**src/logic/subclk_pkg.sv**
```systemverilog
// Purpose: shared constants, types and register layout for clock control
// Assumes: 20 MHz system clock, APB with 32-bit data
// Notes: one state equals one system clock cycle
package subclk_pkg;

  // register byte offsets
  localparam logic [7:0] OFF_STANDBY = 8'h00;
  localparam logic [7:0] OFF_LOW_POWER = 8'h04;
  localparam logic [7:0] OFF_STOP_HIGH = 8'h08;
  localparam logic [7:0] OFF_STOP_LOW = 8'h0c;
  localparam logic [7:0] OFF_SERIAL_TIMER = 8'h10;
  localparam logic [7:0] OFF_MODE_STATUS = 8'h14;

  // reset values
  localparam logic [7:0] RST_STANDBY = 8'h00;
  localparam logic [7:0] RST_LOW_POWER = 8'h00;
  localparam logic [7:0] RST_STOP_HIGH = 8'h00;
  localparam logic [7:0] RST_STOP_LOW = 8'h00;
  localparam logic [7:0] RST_SERIAL_TIMER = 8'h00;

  // standby control fields
  localparam int SBY_SOFT_STANDBY_BIT = 7;
  localparam int SBY_WAIT_LSB = 4;
  localparam int SBY_DIV_LSB = 0;
  // low power control fields
  localparam int LPW_DIRECT_BIT = 7;
  localparam int LPW_LOW_SPEED_BIT = 6;
  localparam int LPW_NOISE_SEL_BIT = 5;
  localparam int LPW_SUB_ENABLE_BIT = 4;
  // serial timer control field
  localparam int STC_FLASH_SEL_BIT = 3;

  // wake wait counts in states
  localparam int WAIT_CODE0 = 8192;
  localparam int WAIT_CODE1 = 16384;
  localparam int WAIT_CODE2 = 32768;
  localparam int WAIT_CODE3 = 65536;
  localparam int WAIT_CODE4 = 131072;
  localparam int WAIT_CODE5 = 262144;
  localparam int WAIT_CODE7 = 16;
  localparam int WAIT_W = 19;

  // noise sampler divide ratios
  localparam int SAMPLE_DIV_SLOW = 32;
  localparam int SAMPLE_DIV_FAST = 4;

  // peripheral enable positions
  localparam int NUM_PERIPH = 16;
  localparam int P_TIMER_A = 0;
  localparam int P_TIMER_B = 1;
  localparam int P_WATCHDOG_A = 2;
  localparam int P_WATCHDOG_B = 3;
  localparam logic [15:0] SUB_PERIPH_MASK = 16'h000f;
  localparam logic [15:0] WATCH_PERIPH_MASK = 16'h0008;

  typedef enum logic [7:0] {
    ST_ACTIVE    = 8'h01,
    ST_SLEEP     = 8'h02,
    ST_SUBACTIVE = 8'h04,
    ST_SUBSLEEP  = 8'h08,
    ST_WATCH     = 8'h10,
    ST_SWSTANDBY = 8'h20,
    ST_WAKE_WAIT = 8'h40,
    ST_HWSTANDBY = 8'h80
  } power_state_t;

  typedef struct packed {
    logic cpu_clk_en;
    logic clock_gen_run;
    logic periph_reset;
    logic sys_clk_from_sub;
  } clock_gates_t;

endpackage

```
**src/logic/subclock_noise_sampler.sv**
```systemverilog
// Purpose: samples the subclock pin on a divided clock to reject glitches
// Assumes: pin input synchronous to clk
// Notes: output changes only after two equal samples in a row
`timescale 1ns/1ps
module subclock_noise_sampler
  import subclk_pkg::*;
#(
  parameter int DIV_SLOW = SAMPLE_DIV_SLOW,
  parameter int DIV_FAST = SAMPLE_DIV_FAST
) (
  input wire logic clk,
  input wire logic reset,
  input wire logic run,
  input wire logic fast_rate,
  input wire logic pin_in,
  output logic filtered
);

  logic [5:0] div_q;
  logic tick;
  logic sample_q;

  // divided sampling enable, rate from the noise select bit
  assign tick = fast_rate ? (div_q[1:0] == 2'(DIV_FAST - 1))
                          : (div_q[4:0] == 5'(DIV_SLOW - 1));

  // divider only counts while sampling is allowed
  always_ff @(posedge clk) begin
    if (reset || !run) begin
      div_q <= 6'h00;
    end else begin
      div_q <= tick ? 6'h00 : div_q + 6'h01;
    end
  end

  // two equal samples move the filtered level
  always_ff @(posedge clk) begin
    if (reset) begin
      sample_q <= 1'b0;
      filtered <= 1'b0;
    end else if (run && tick) begin
      sample_q <= pin_in;
      if (sample_q == pin_in) begin
        filtered <= pin_in;
      end
    end
  end

endmodule

```
**src/logic/subclock_power_mode_control.sv**
```systemverilog
// Purpose: system clock choice and power-down mode sequencing
// Assumes: APB slave, 20 MHz clk, sleep_exec and wake_irq are pulses
// Notes: slower rates are one-cycle enables, never gated clocks
`timescale 1ns/1ps
module subclock_power_mode_control
  import subclk_pkg::*;
#(
  parameter int WAIT0 = WAIT_CODE0,
  parameter int WAIT1 = WAIT_CODE1,
  parameter int WAIT2 = WAIT_CODE2,
  parameter int WAIT3 = WAIT_CODE3,
  parameter int WAIT4 = WAIT_CODE4,
  parameter int WAIT5 = WAIT_CODE5,
  parameter int WAIT7 = WAIT_CODE7
) (
  input wire logic clk,
  input wire logic reset,
  input wire logic psel,
  input wire logic penable,
  input wire logic pwrite,
  input wire logic [7:0] paddr,
  input wire logic [31:0] pwdata,
  output logic [31:0] prdata,
  output logic pready,
  output logic pslverr,
  input wire logic sleep_exec,
  input wire logic wake_irq,
  input wire logic hw_standby,
  input wire logic subclock_in_pin,
  output clock_gates_t gates,
  output logic [NUM_PERIPH-1:0] periph_clk_en,
  output logic subclock_filtered,
  output logic [7:0] mode_status
);

  ////////////////////////////////////////////////////////////////////////
  // declarations

  logic [7:0] standby_control_reg_q;
  logic [7:0] low_power_control_reg_q;
  logic [7:0] module_stop_high_reg_q;
  logic [7:0] module_stop_low_reg_q;
  logic [7:0] serial_timer_ctrl_reg_q;
  power_state_t state_q, state_d;
  logic [WAIT_W-1:0] wait_q;
  logic [4:0] div_q;
  logic sub_prev_q;
  logic sub_tick;
  logic sub_mode;
  logic sampler_run;
  logic filtered_raw;
  logic wr_en;
  logic rd_en;
  logic power_reg;
  logic mapped;
  logic soft_standby_select;
  logic [2:0] wake_wait_select;
  logic [2:0] bus_clock_divider_select;
  logic direct_transfer;
  logic low_speed_on;
  logic noise_sample_select;
  logic subclock_input_enable;
  logic flash_reg_select;
  logic [31:0] rdata_d;
  logic [15:0] stop_mask;
  clock_gates_t gates_d;
  logic [NUM_PERIPH-1:0] periph_d;

  ////////////////////////////////////////////////////////////////////////
  // decoding functions

  // cycles of wait for a wait select code
  function automatic logic [WAIT_W-1:0] wait_cycles(input logic [2:0] sel);
    logic [WAIT_W-1:0] n;
    n = WAIT_W'(WAIT5);
    unique case (sel)
      3'h0: n = WAIT_W'(WAIT0);
      3'h1: n = WAIT_W'(WAIT1);
      3'h2: n = WAIT_W'(WAIT2);
      3'h3: n = WAIT_W'(WAIT3);
      3'h4: n = WAIT_W'(WAIT4);
      3'h5: n = WAIT_W'(WAIT5);
      3'h6: n = WAIT_W'(WAIT5); // reserved, longest wait
      3'h7: n = WAIT_W'(WAIT7);
    endcase
    return n;
  endfunction

  // low bits of the divider that must be ones for a cpu enable
  function automatic logic [4:0] div_mask(input logic [2:0] sel);
    logic [4:0] m;
    m = 5'h00;
    unique case (sel)
      3'h0: m = 5'h00;
      3'h1: m = 5'h01;
      3'h2: m = 5'h03;
      3'h3: m = 5'h07;
      3'h4: m = 5'h0f;
      3'h5: m = 5'h1f;
      3'h6: m = 5'h00; // banned code, runs at full speed
      3'h7: m = 5'h00;
    endcase
    return m;
  endfunction

  ////////////////////////////////////////////////////////////////////////
  // register fields

  assign soft_standby_select = standby_control_reg_q[SBY_SOFT_STANDBY_BIT];
  assign wake_wait_select = standby_control_reg_q[SBY_WAIT_LSB+:3];
  assign bus_clock_divider_select = standby_control_reg_q[SBY_DIV_LSB+:3];
  assign direct_transfer = low_power_control_reg_q[LPW_DIRECT_BIT];
  assign low_speed_on = low_power_control_reg_q[LPW_LOW_SPEED_BIT];
  assign noise_sample_select = low_power_control_reg_q[LPW_NOISE_SEL_BIT];
  assign subclock_input_enable = low_power_control_reg_q[LPW_SUB_ENABLE_BIT];
  assign flash_reg_select = serial_timer_ctrl_reg_q[STC_FLASH_SEL_BIT];
  assign stop_mask = {module_stop_high_reg_q, module_stop_low_reg_q};

  ////////////////////////////////////////////////////////////////////////
  // apb slave, one wait state per access

  assign wr_en = psel && penable && pready && pwrite;
  assign rd_en = psel && penable && !pready && !pwrite;
  // power registers hidden while flash select is set
  assign power_reg = (paddr == OFF_STANDBY) || (paddr == OFF_LOW_POWER) ||
                     (paddr == OFF_STOP_HIGH) || (paddr == OFF_STOP_LOW);
  assign mapped = (power_reg && !flash_reg_select) ||
                  (paddr == OFF_SERIAL_TIMER) || (paddr == OFF_MODE_STATUS);

  // read data mux
  always_comb begin
    rdata_d = 32'h0000_0000;
    if (mapped) begin
      unique case (paddr)
        OFF_STANDBY: rdata_d = {24'h000000, standby_control_reg_q};
        OFF_LOW_POWER: rdata_d = {24'h000000, low_power_control_reg_q};
        OFF_STOP_HIGH: rdata_d = {24'h000000, module_stop_high_reg_q};
        OFF_STOP_LOW: rdata_d = {24'h000000, module_stop_low_reg_q};
        OFF_SERIAL_TIMER: rdata_d = {24'h000000, serial_timer_ctrl_reg_q};
        OFF_MODE_STATUS: rdata_d = {24'h000000, state_q};
        default: rdata_d = 32'h0000_0000;
      endcase
    end
  end

  // handshake, read data and error answer
  always_ff @(posedge clk) begin
    if (reset) begin
      pready <= 1'b0;
      pslverr <= 1'b0;
      prdata <= 32'h0000_0000;
    end else begin
      pready <= psel && penable && !pready;
      pslverr <= psel && penable && !pready && !mapped;
      if (rd_en) begin
        prdata <= rdata_d;
      end
    end
  end

  // register writes; hardware standby clears them like reset
  always_ff @(posedge clk) begin
    if (reset || hw_standby) begin
      standby_control_reg_q <= RST_STANDBY;
      low_power_control_reg_q <= RST_LOW_POWER;
      module_stop_high_reg_q <= RST_STOP_HIGH;
      module_stop_low_reg_q <= RST_STOP_LOW;
      serial_timer_ctrl_reg_q <= RST_SERIAL_TIMER;
    end else if (wr_en && mapped) begin
      unique case (paddr)
        OFF_STANDBY: standby_control_reg_q <= pwdata[7:0];
        OFF_LOW_POWER: low_power_control_reg_q <= pwdata[7:0];
        OFF_STOP_HIGH: module_stop_high_reg_q <= pwdata[7:0];
        OFF_STOP_LOW: module_stop_low_reg_q <= pwdata[7:0];
        OFF_SERIAL_TIMER: serial_timer_ctrl_reg_q <= pwdata[7:0];
        default: ;
      endcase
    end
  end

  ////////////////////////////////////////////////////////////////////////
  // subclock input and noise sampler

  assign sub_mode = (state_q == ST_SUBACTIVE) || (state_q == ST_SUBSLEEP) ||
                    (state_q == ST_WATCH);
  // sampler idles in sub modes and while input is disabled
  assign sampler_run = subclock_input_enable && !sub_mode &&
                       (state_q != ST_SWSTANDBY) &&
                       (state_q != ST_HWSTANDBY);

  subclock_noise_sampler u_sampler (
    .clk(clk),
    .reset(reset),
    .run(sampler_run),
    .fast_rate(noise_sample_select),
    .pin_in(subclock_in_pin),
    .filtered(filtered_raw)
  );

  // rising subclock edge used as the sub system clock tick
  always_ff @(posedge clk) begin
    if (reset) begin
      sub_prev_q <= 1'b0;
    end else begin
      sub_prev_q <= subclock_in_pin; // raw level, enabling is no edge
    end
  end
  assign sub_tick = subclock_in_pin && subclock_input_enable &&
                    !sub_prev_q && sub_mode;

  ////////////////////////////////////////////////////////////////////////
  // mode sequencing

  always_comb begin
    state_d = state_q;
    unique case (state_q)
      ST_ACTIVE: begin
        if (sleep_exec) begin
          if (!soft_standby_select) begin
            state_d = ST_SLEEP;
          end else if (!low_speed_on) begin
            state_d = ST_SWSTANDBY;
          end else if (direct_transfer) begin
            state_d = ST_SUBACTIVE;
          end else begin
            state_d = ST_WATCH;
          end
        end
      end
      ST_SLEEP: begin
        if (wake_irq) begin
          state_d = ST_ACTIVE;
        end
      end
      ST_SUBACTIVE: begin
        if (sleep_exec) begin
          if (!soft_standby_select) begin
            state_d = ST_SUBSLEEP;
          end else if (low_speed_on) begin
            state_d = ST_WATCH;
          end else begin
            state_d = ST_WAKE_WAIT;
          end
        end
      end
      ST_SUBSLEEP: begin
        if (wake_irq) begin
          state_d = ST_SUBACTIVE;
        end
      end
      ST_WATCH: begin
        if (wake_irq) begin
          state_d = low_speed_on ? ST_SUBACTIVE : ST_WAKE_WAIT;
        end
      end
      ST_SWSTANDBY: begin
        if (wake_irq) begin
          state_d = ST_WAKE_WAIT;
        end
      end
      ST_WAKE_WAIT: begin
        if (wait_q == '0) begin
          state_d = ST_ACTIVE;
        end
      end
      ST_HWSTANDBY: begin
        state_d = ST_ACTIVE;
      end
      default: state_d = ST_ACTIVE;
    endcase
    if (hw_standby) begin
      state_d = ST_HWSTANDBY;
    end
  end

  // state register
  always_ff @(posedge clk) begin
    if (reset) begin
      state_q <= ST_ACTIVE;
    end else begin
      state_q <= state_d;
    end
  end

  // oscillation settling counter, loaded on entry to the wait
  always_ff @(posedge clk) begin
    if (reset) begin
      wait_q <= '0;
    end else if (state_d == ST_WAKE_WAIT && state_q != ST_WAKE_WAIT) begin
      wait_q <= wait_cycles(wake_wait_select) - WAIT_W'(1);
    end else if (state_q == ST_WAKE_WAIT && wait_q != '0) begin
      wait_q <= wait_q - WAIT_W'(1);
    end
  end

  ////////////////////////////////////////////////////////////////////////
  // medium speed divider and clock enables

  // free running divider for the medium speed cpu rate
  always_ff @(posedge clk) begin
    if (reset) begin
      div_q <= 5'h00;
    end else begin
      div_q <= div_q + 5'h01;
    end
  end

  // gate and enable values per mode
  always_comb begin
    gates_d = '0;
    periph_d = '0;
    unique case (state_q)
      ST_ACTIVE: begin
        gates_d.clock_gen_run = 1'b1;
        gates_d.cpu_clk_en = ((div_q & div_mask(bus_clock_divider_select))
                              == div_mask(bus_clock_divider_select));
        periph_d = '1;
      end
      ST_SLEEP: begin
        gates_d.clock_gen_run = 1'b1;
        periph_d = '1;
      end
      ST_SUBACTIVE: begin
        gates_d.sys_clk_from_sub = subclock_input_enable;
        gates_d.cpu_clk_en = sub_tick;
        periph_d = SUB_PERIPH_MASK & {NUM_PERIPH{sub_tick}};
      end
      ST_SUBSLEEP: begin
        gates_d.sys_clk_from_sub = subclock_input_enable;
        periph_d = SUB_PERIPH_MASK & {NUM_PERIPH{sub_tick}};
      end
      ST_WATCH: begin
        gates_d.sys_clk_from_sub = subclock_input_enable;
        periph_d = WATCH_PERIPH_MASK & {NUM_PERIPH{sub_tick}};
      end
      ST_SWSTANDBY: begin
        gates_d.clock_gen_run = 1'b0;
      end
      ST_WAKE_WAIT: begin
        gates_d.clock_gen_run = 1'b1;
      end
      ST_HWSTANDBY: begin
        gates_d.periph_reset = 1'b1;
      end
      default: gates_d = '0;
    endcase
    // module stop applies in every mode
    periph_d = periph_d & ~stop_mask;
  end

  // registered outputs
  always_ff @(posedge clk) begin
    if (reset) begin
      gates <= '0;
      periph_clk_en <= '0;
      subclock_filtered <= 1'b0;
      mode_status <= ST_ACTIVE;
    end else begin
      gates <= gates_d;
      periph_clk_en <= periph_d;
      subclock_filtered <= filtered_raw;
      mode_status <= state_d;
    end
  end

endmodule

```
**config.mk**
```make
export PLATFORM = sky130hd
export DESIGN_NAME = subclock_power_mode_control
export DESIGN_NICKNAME = d
export VERILOG_FILES = /design/src/logic/subclk_pkg.sv /design/src/logic/subclock_noise_sampler.sv /design/src/logic/subclock_power_mode_control.sv
export SDC_FILE = /design/constraint.sdc
export NUM_CORES = 1
export LEC_CHECK = 0
export ABC_AREA = 0
export BUFFER_PORTS_ARGS = -buffer_cell sky130_fd_sc_hd__buf_2
export CELL_PAD_IN_SITES_DETAIL_PLACEMENT = 1
export CELL_PAD_IN_SITES_GLOBAL_PLACEMENT = 1
export CORE_MARGIN = 2
export CORE_UTILIZATION = 30
export CTS_CLUSTER_SIZE = 14
export DETAILED_ROUTE_END_ITERATION = 6
export HOLD_SLACK_MARGIN = 0.06
export PLACE_DENSITY_LB_ADDON = 0.1
export RECOVER_POWER = 25
export SYNTH_ARGS = -nofsm -noshare
export SYNTH_HDL_FRONTEND = slang
export SYNTH_HIERARCHICAL = 1
export SYNTH_SLANG_ARGS = --single-unit
```
**constraint.sdc**
```tcl
create_clock -name clk -period 3.41 [get_ports clk]
set_clock_uncertainty 0.1 [all_clocks]
set_input_delay 0.5115 -clock clk [delete_from_list [all_inputs] [get_ports clk]]
set_output_delay 0.5115 -clock clk [all_outputs]
set_load 0.01 [all_outputs]
```
Word level (Yosys, flattened, before mapping)

Memory sizes are Yosys's and may differ from the RTL's. A register that Yosys moved wholly into a read port is not among the register bits.
Index checks and enable logic that the tools add are counted.
W data, S select, Z words.

Memories kept: 3
Bits in latches: 0
Memory bits (read-only): 136
Memory bits (writable): 0
Flip-flop bits (word level): 136

Memory list:

| memory          | depth | width | rd ports | clocked after memory_dff | write ports | line                              | source |
|---|---|---|---|---|---|---|---|
| (no name shown) | 8     | 7     | 1        | 1                        | 0           | subclock_power_mode_control.sv:76 | `unique case (sel)` |
| (no name shown) | 8     | 5     | 1        | 1                        | 0           | subclock_power_mode_control.sv:93 | `unique case (sel)` |
| (no name shown) | 8     | 5     | 1        | 1                        | 0           | subclock_power_mode_control.sv:93 |  |

Reductions and logical operators: 49
Add/sub/neg operators: 4
Bitwise gates (word level): 4
Div/mod/pow operators: 0
Multipliers: 0
Order comparisons: 0
Equal/unequal tests: 21
Shift-type cells: 0
Muxes and demuxes: 34

Operator list:

| cell                    | count |
|---|---|
| $mux W19                | 4 |
| $mux W8                 | 8 |
| $pmux W8 S7             | 1 |
| $pmux W16 S3            | 1 |
| $pmux W8 S6             | 1 |
| $sub A19 B1 Y19 const B | 2 |
| $mux W32                | 1 |
| $eq A8 B4 Y1 const B    | 3 |
| $eq A8 B5 Y1 const B    | 3 |
| $mux W7                 | 3 |
| $logic_not A19 Y1       | 1 |
| $reduce_bool A19 Y1     | 1 |
| $mux W3                 | 6 |
| $logic_and A1 B1 Y1     | 17 |
| $and A16 B16 Y16        | 1 |
| $eq A8 B3 Y1 const B    | 2 |
| $eq A8 B7 Y1 const B    | 2 |
| $not A16 Y16            | 1 |
| $mux W5                 | 3 |
| $mux W6                 | 2 |
| $reduce_and A2 Y1       | 6 |
| $logic_or A1 B1 Y1      | 9 |
| $eq A8 B1 Y1 const B    | 1 |
| $eq A8 B2 Y1 const B    | 1 |
| 20 further kinds        | 32 |

Logic depth before layout (Yosys ltp)

Depth after elaboration: 12
Mapped depth: 8

Hierarchy

Netlist, hierarchy kept.

Modules (own cells, without submodules):

| module                      | area an instance (µm²) | cells each | times used |
|---|---|---|---|
| subclock_power_mode_control | 5,403.9                | 606        | 1 |
| subclock_noise_sampler      | 296.5                  | 31         | 1 |

Least setup slack after synthesis

Ideal clock, no wire load.

Path kind: input port to flip-flop
From: input port paddr[1]
To: register (tool-made name)
Stages on the path: 6
Required time: 3,218 ps
Library setup time: 92 ps
Setup slack: 990 ps
Arrival: 2,228 ps
Path buffers: 1
Path through: or4_1 -> nor4_2 -> buf_4 -> mux2i_1 -> nor2_2 -> nor4_1

RTL lines:

| what               | line                              | source |
|---|---|---|
| start: declaration | subclock_power_mode_control.sv:21 | `input wire logic [7:0] paddr,` |

==> impl_metrics.json <==
{
  "status": "finished, final reports clean",
  "worst_path_max_delay_cell": "dfxtp_1",
  "dp_hpwl_um": 11970,
  "fillers": 2176,
  "seq_area_frac_synth_pct": 43.20,
  "ir_drop_uv": 306.7,
  "synth-edff-count": 0,
  "crit_type": "reg2reg",
  "synthArstFlopShare_pct": 0,
  "cts_hold_buf": 0,
  "hold_viol_final": 0,
  "wl_um": 16420,
  "finalNetCount": 759,
  "postCtsSetupBuffers": 0,
  "cts.sinks": 123,
  "fmax_mhz": 390.5,
  "io_pins": 112,
  "max_stage_delay_ns": 0.53,
  "ys_ff_latch": 123,
  "power_leakage_nw": 2.772,
  "endpoint_kind": "flop",
  "gp_congestion": 0.7783,
  "utilization_pct": 36.38,
  "worstSkewPairLatency_ns": 0.42,
  "grt_pass1_vias": 4942,
  "worst_pin_slew_ns": 1.133,
  "syn_to_final_growth_pct": 19.38,
  "htreeDepth": 4,
  "dieArea_um2": 20120,
  "setup_viol": 0,
  "vias": 4718,
  "grt_overflow_total": 0,
  "fin_crit_sh_pct": 75.10,
  "drive_gt1_share_pct": 15.50,
  "crit_path_max_fanout": 17,
  "antenna_found_initial": 0,
  "post_cts_resize_count": 0,
  "drc_errors": 0,
  "grt_usage_pct": 17.10,
  "avgViaCountPerCell": 4.966,
  "ys_top_cells_by_area": "dfxtp_1 (43%), mux2i_1 (7.2%), nor2_1 (5.9%), buf_4 (3.3%), mux2_2 (3.2%)",
  "clock_path_buffers": 2,
  "die_h_um": 141.8,
  "synth_area_per_cell_um2": 8.949,
  "path_cells": "nor4_4 -> nand4_1 -> buf_4 -> or4_4 -> or4_1 -> a311oi_1",
  "worst_setup_path_start_kind": "flop",
  "core_um2": 18710,
  "numPortBuffers": 63,
  "cap_violations": 0,
  "cts_buffers": 17,
  "start_util_pct": 30.47,
  "antenna_left": 0,
  "slew_violations": 0,
  "clk_pin_slew_ns": 0.06,
  "postSynthCellCount": 637,
  "drtIter0Drc": 209,
  "p_per_area_nw_per_um2": 528.2,
  "yosys.area.top_type": "dfxtp_1",
  "row_count": 50,
  "period_needed_ns": 2.561,
  "die_x_um": 141.8,
  "dr.pass1.iters": 4,
  "place_area_um2": 6216,
  "grt_max_degree": 31,
  "total_power_mw": 3.595,
  "cts-root-buf": "clkbuf_16",
  "grt_pass1_wl_um": 26580,
  "slew_headroom_pct": 24.44,
  "diodes": 0,
  "yosysTopAreaCellShare_pct": 43.20,
  "rsz0062_at_grt": "false",
  "required_ns": 3.63,
  "wire_per_inst_um": 17.29,
  "cts_tree": "done",
  "hold_path.class": "in2reg",
  "setup_tns_ns": 0,
  "crit_arrival_ns": 2.78,
  "synth-main-ff-cell": "dfxtp_1",
  "final_cell_area_um2": 6805,
  "synth.distinct_cells": 70,
  "syn_area_um2": 5700,
  "ys_warn_count": 6
}
critical path, delay by kind of cell, from the launching register on:
family | cells | cell delay (ns)
buffers and inverters | 1 | 0.19
and+or+nand+nor | 4 | 1.38
DFF | 1 | 0.53
AOI/OAI and AO/OA | 1 | 0.25
synth_stat cells (8+ instances only):
master,n
nand3_1,15
clkbuf_1,23
xnor2_1,11
and3_1,8
inv_1,25
nand4_1,8
mux2_2,16
a21oi_1,27
dfxtp_1,123
nand2_1,43
xor2_1,14
nor2_1,89
nor2b_1,10
nor4_1,10
nor3_1,13
mux2i_1,41
o21ai_0,22
a221oi_1,8
buf_4,25
logic make-up (layout without fill, tap and decap cells):
family / count (synthesis) / after routing / share of synthesized area (%)
AO/OA/AOI/OAI: 107 / 107 / 12.84
XOR/XNOR: 25 / 25 / 3.841
adder cells (fa/ha/maj): 6 / 6 / 1.317
buffers and inverters: 81 / 137 / 7.155
flip-flops: 123 / 123 / 43.20
multiplexers: 58 / 58 / 10.60
other: 1 / 24 / 0.06578
AND/OR/NAND/NOR: 236 / 236 / 20.98
sequential cells by signal, indices dropped and copies added (netlist names), 4 cells and up, named ones only:
name	cells
low_power_control_reg_q	8
module_stop_high_reg_q	8
periph_clk_en	16
u_sampler/div_q	5
wait_q	19
module_stop_low_reg_q	8
gates	4
serial_timer_ctrl_reg_q	8
mode_status	8
standby_control_reg_q	8
div_q	5
prdata	8
through the flow:
stage	hold slack, ns	setup slack [ns]	std cells
3_5_place_dp	0.3353	0.5705	919
6_report	0.2742	0.8490	950
2_1_floorplan	0.3060	0.9901	660
4_1_cts	0.2509	0.8335	950
5_1_grt	0.2717	0.6312	950
3_3_place_gp	0.3300	0.6399	919
cell type report:
class	count	area [um2]	area share, %
clock buffer	18	439.2	6.453
clock inverter	13	192.7	2.831
inverter	25	93.84	1.379
multi-input combinational	456	2917	42.86
sequential	123	2462	36.18
tap	234	292.8	4.302
timing repair buffer	81	407.9	5.994
layer usage:
metal	wire length, um	share of wire [%]	global-route usage, %	vias up
li1	-	-	-	2340
met1	7599	46	21.48	2283
met3	530	3.2	3.814	12
met5	0	0	0	-
met2	8087	49	29.15	83
met4	204	1.2	5.526	0
power by group:
group	internal, mW	leakage [nW]	switching, mW
clock network	1.24	0.303	0.694
logic	0.0549	1.47	0.127
registers	1.46	0.997	0.0100
total	2.76	2.77	0.832
placed cells by master, fill, tap and decap left out, types with 8 or more instances in the layout:
master     Yosys  routed
dfxtp_1      123     123
nor2_1        89      89
nand2_1       43      43
mux2i_1       41      41
buf_2          2      32
clkbuf_1      23      32
a21oi_1       27      27
inv_1         25      25
conb_1         1      24
o21ai_0       22      22
clkbuf_16      0      17
buf_4         25      17
mux2_2        16      16
nand3_1       15      15
xor2_1        14      14
nor3_1        13      13
xnor2_1       11      11
nor4_1        10      10
nor2b_1       10      10
nand4_1        8       8
and3_1         8       8
a221oi_1       8       8
path summary, 6_finish.rpt:
kind                                          startpoint                to  slack (ns)  depth (start not counted)
worst max-delay path                      mode_status[3]        wait_q[16]        0.85                          6
worst min-delay path                             penable            pready        0.27                          3
worst max register to register            mode_status[3]        wait_q[16]        0.85                          6
worst min register to register  module_stop_low_reg_q[5]  periph_clk_en[5]        0.34                          1
Note: power is estimated with default switching activity, not from simulation.
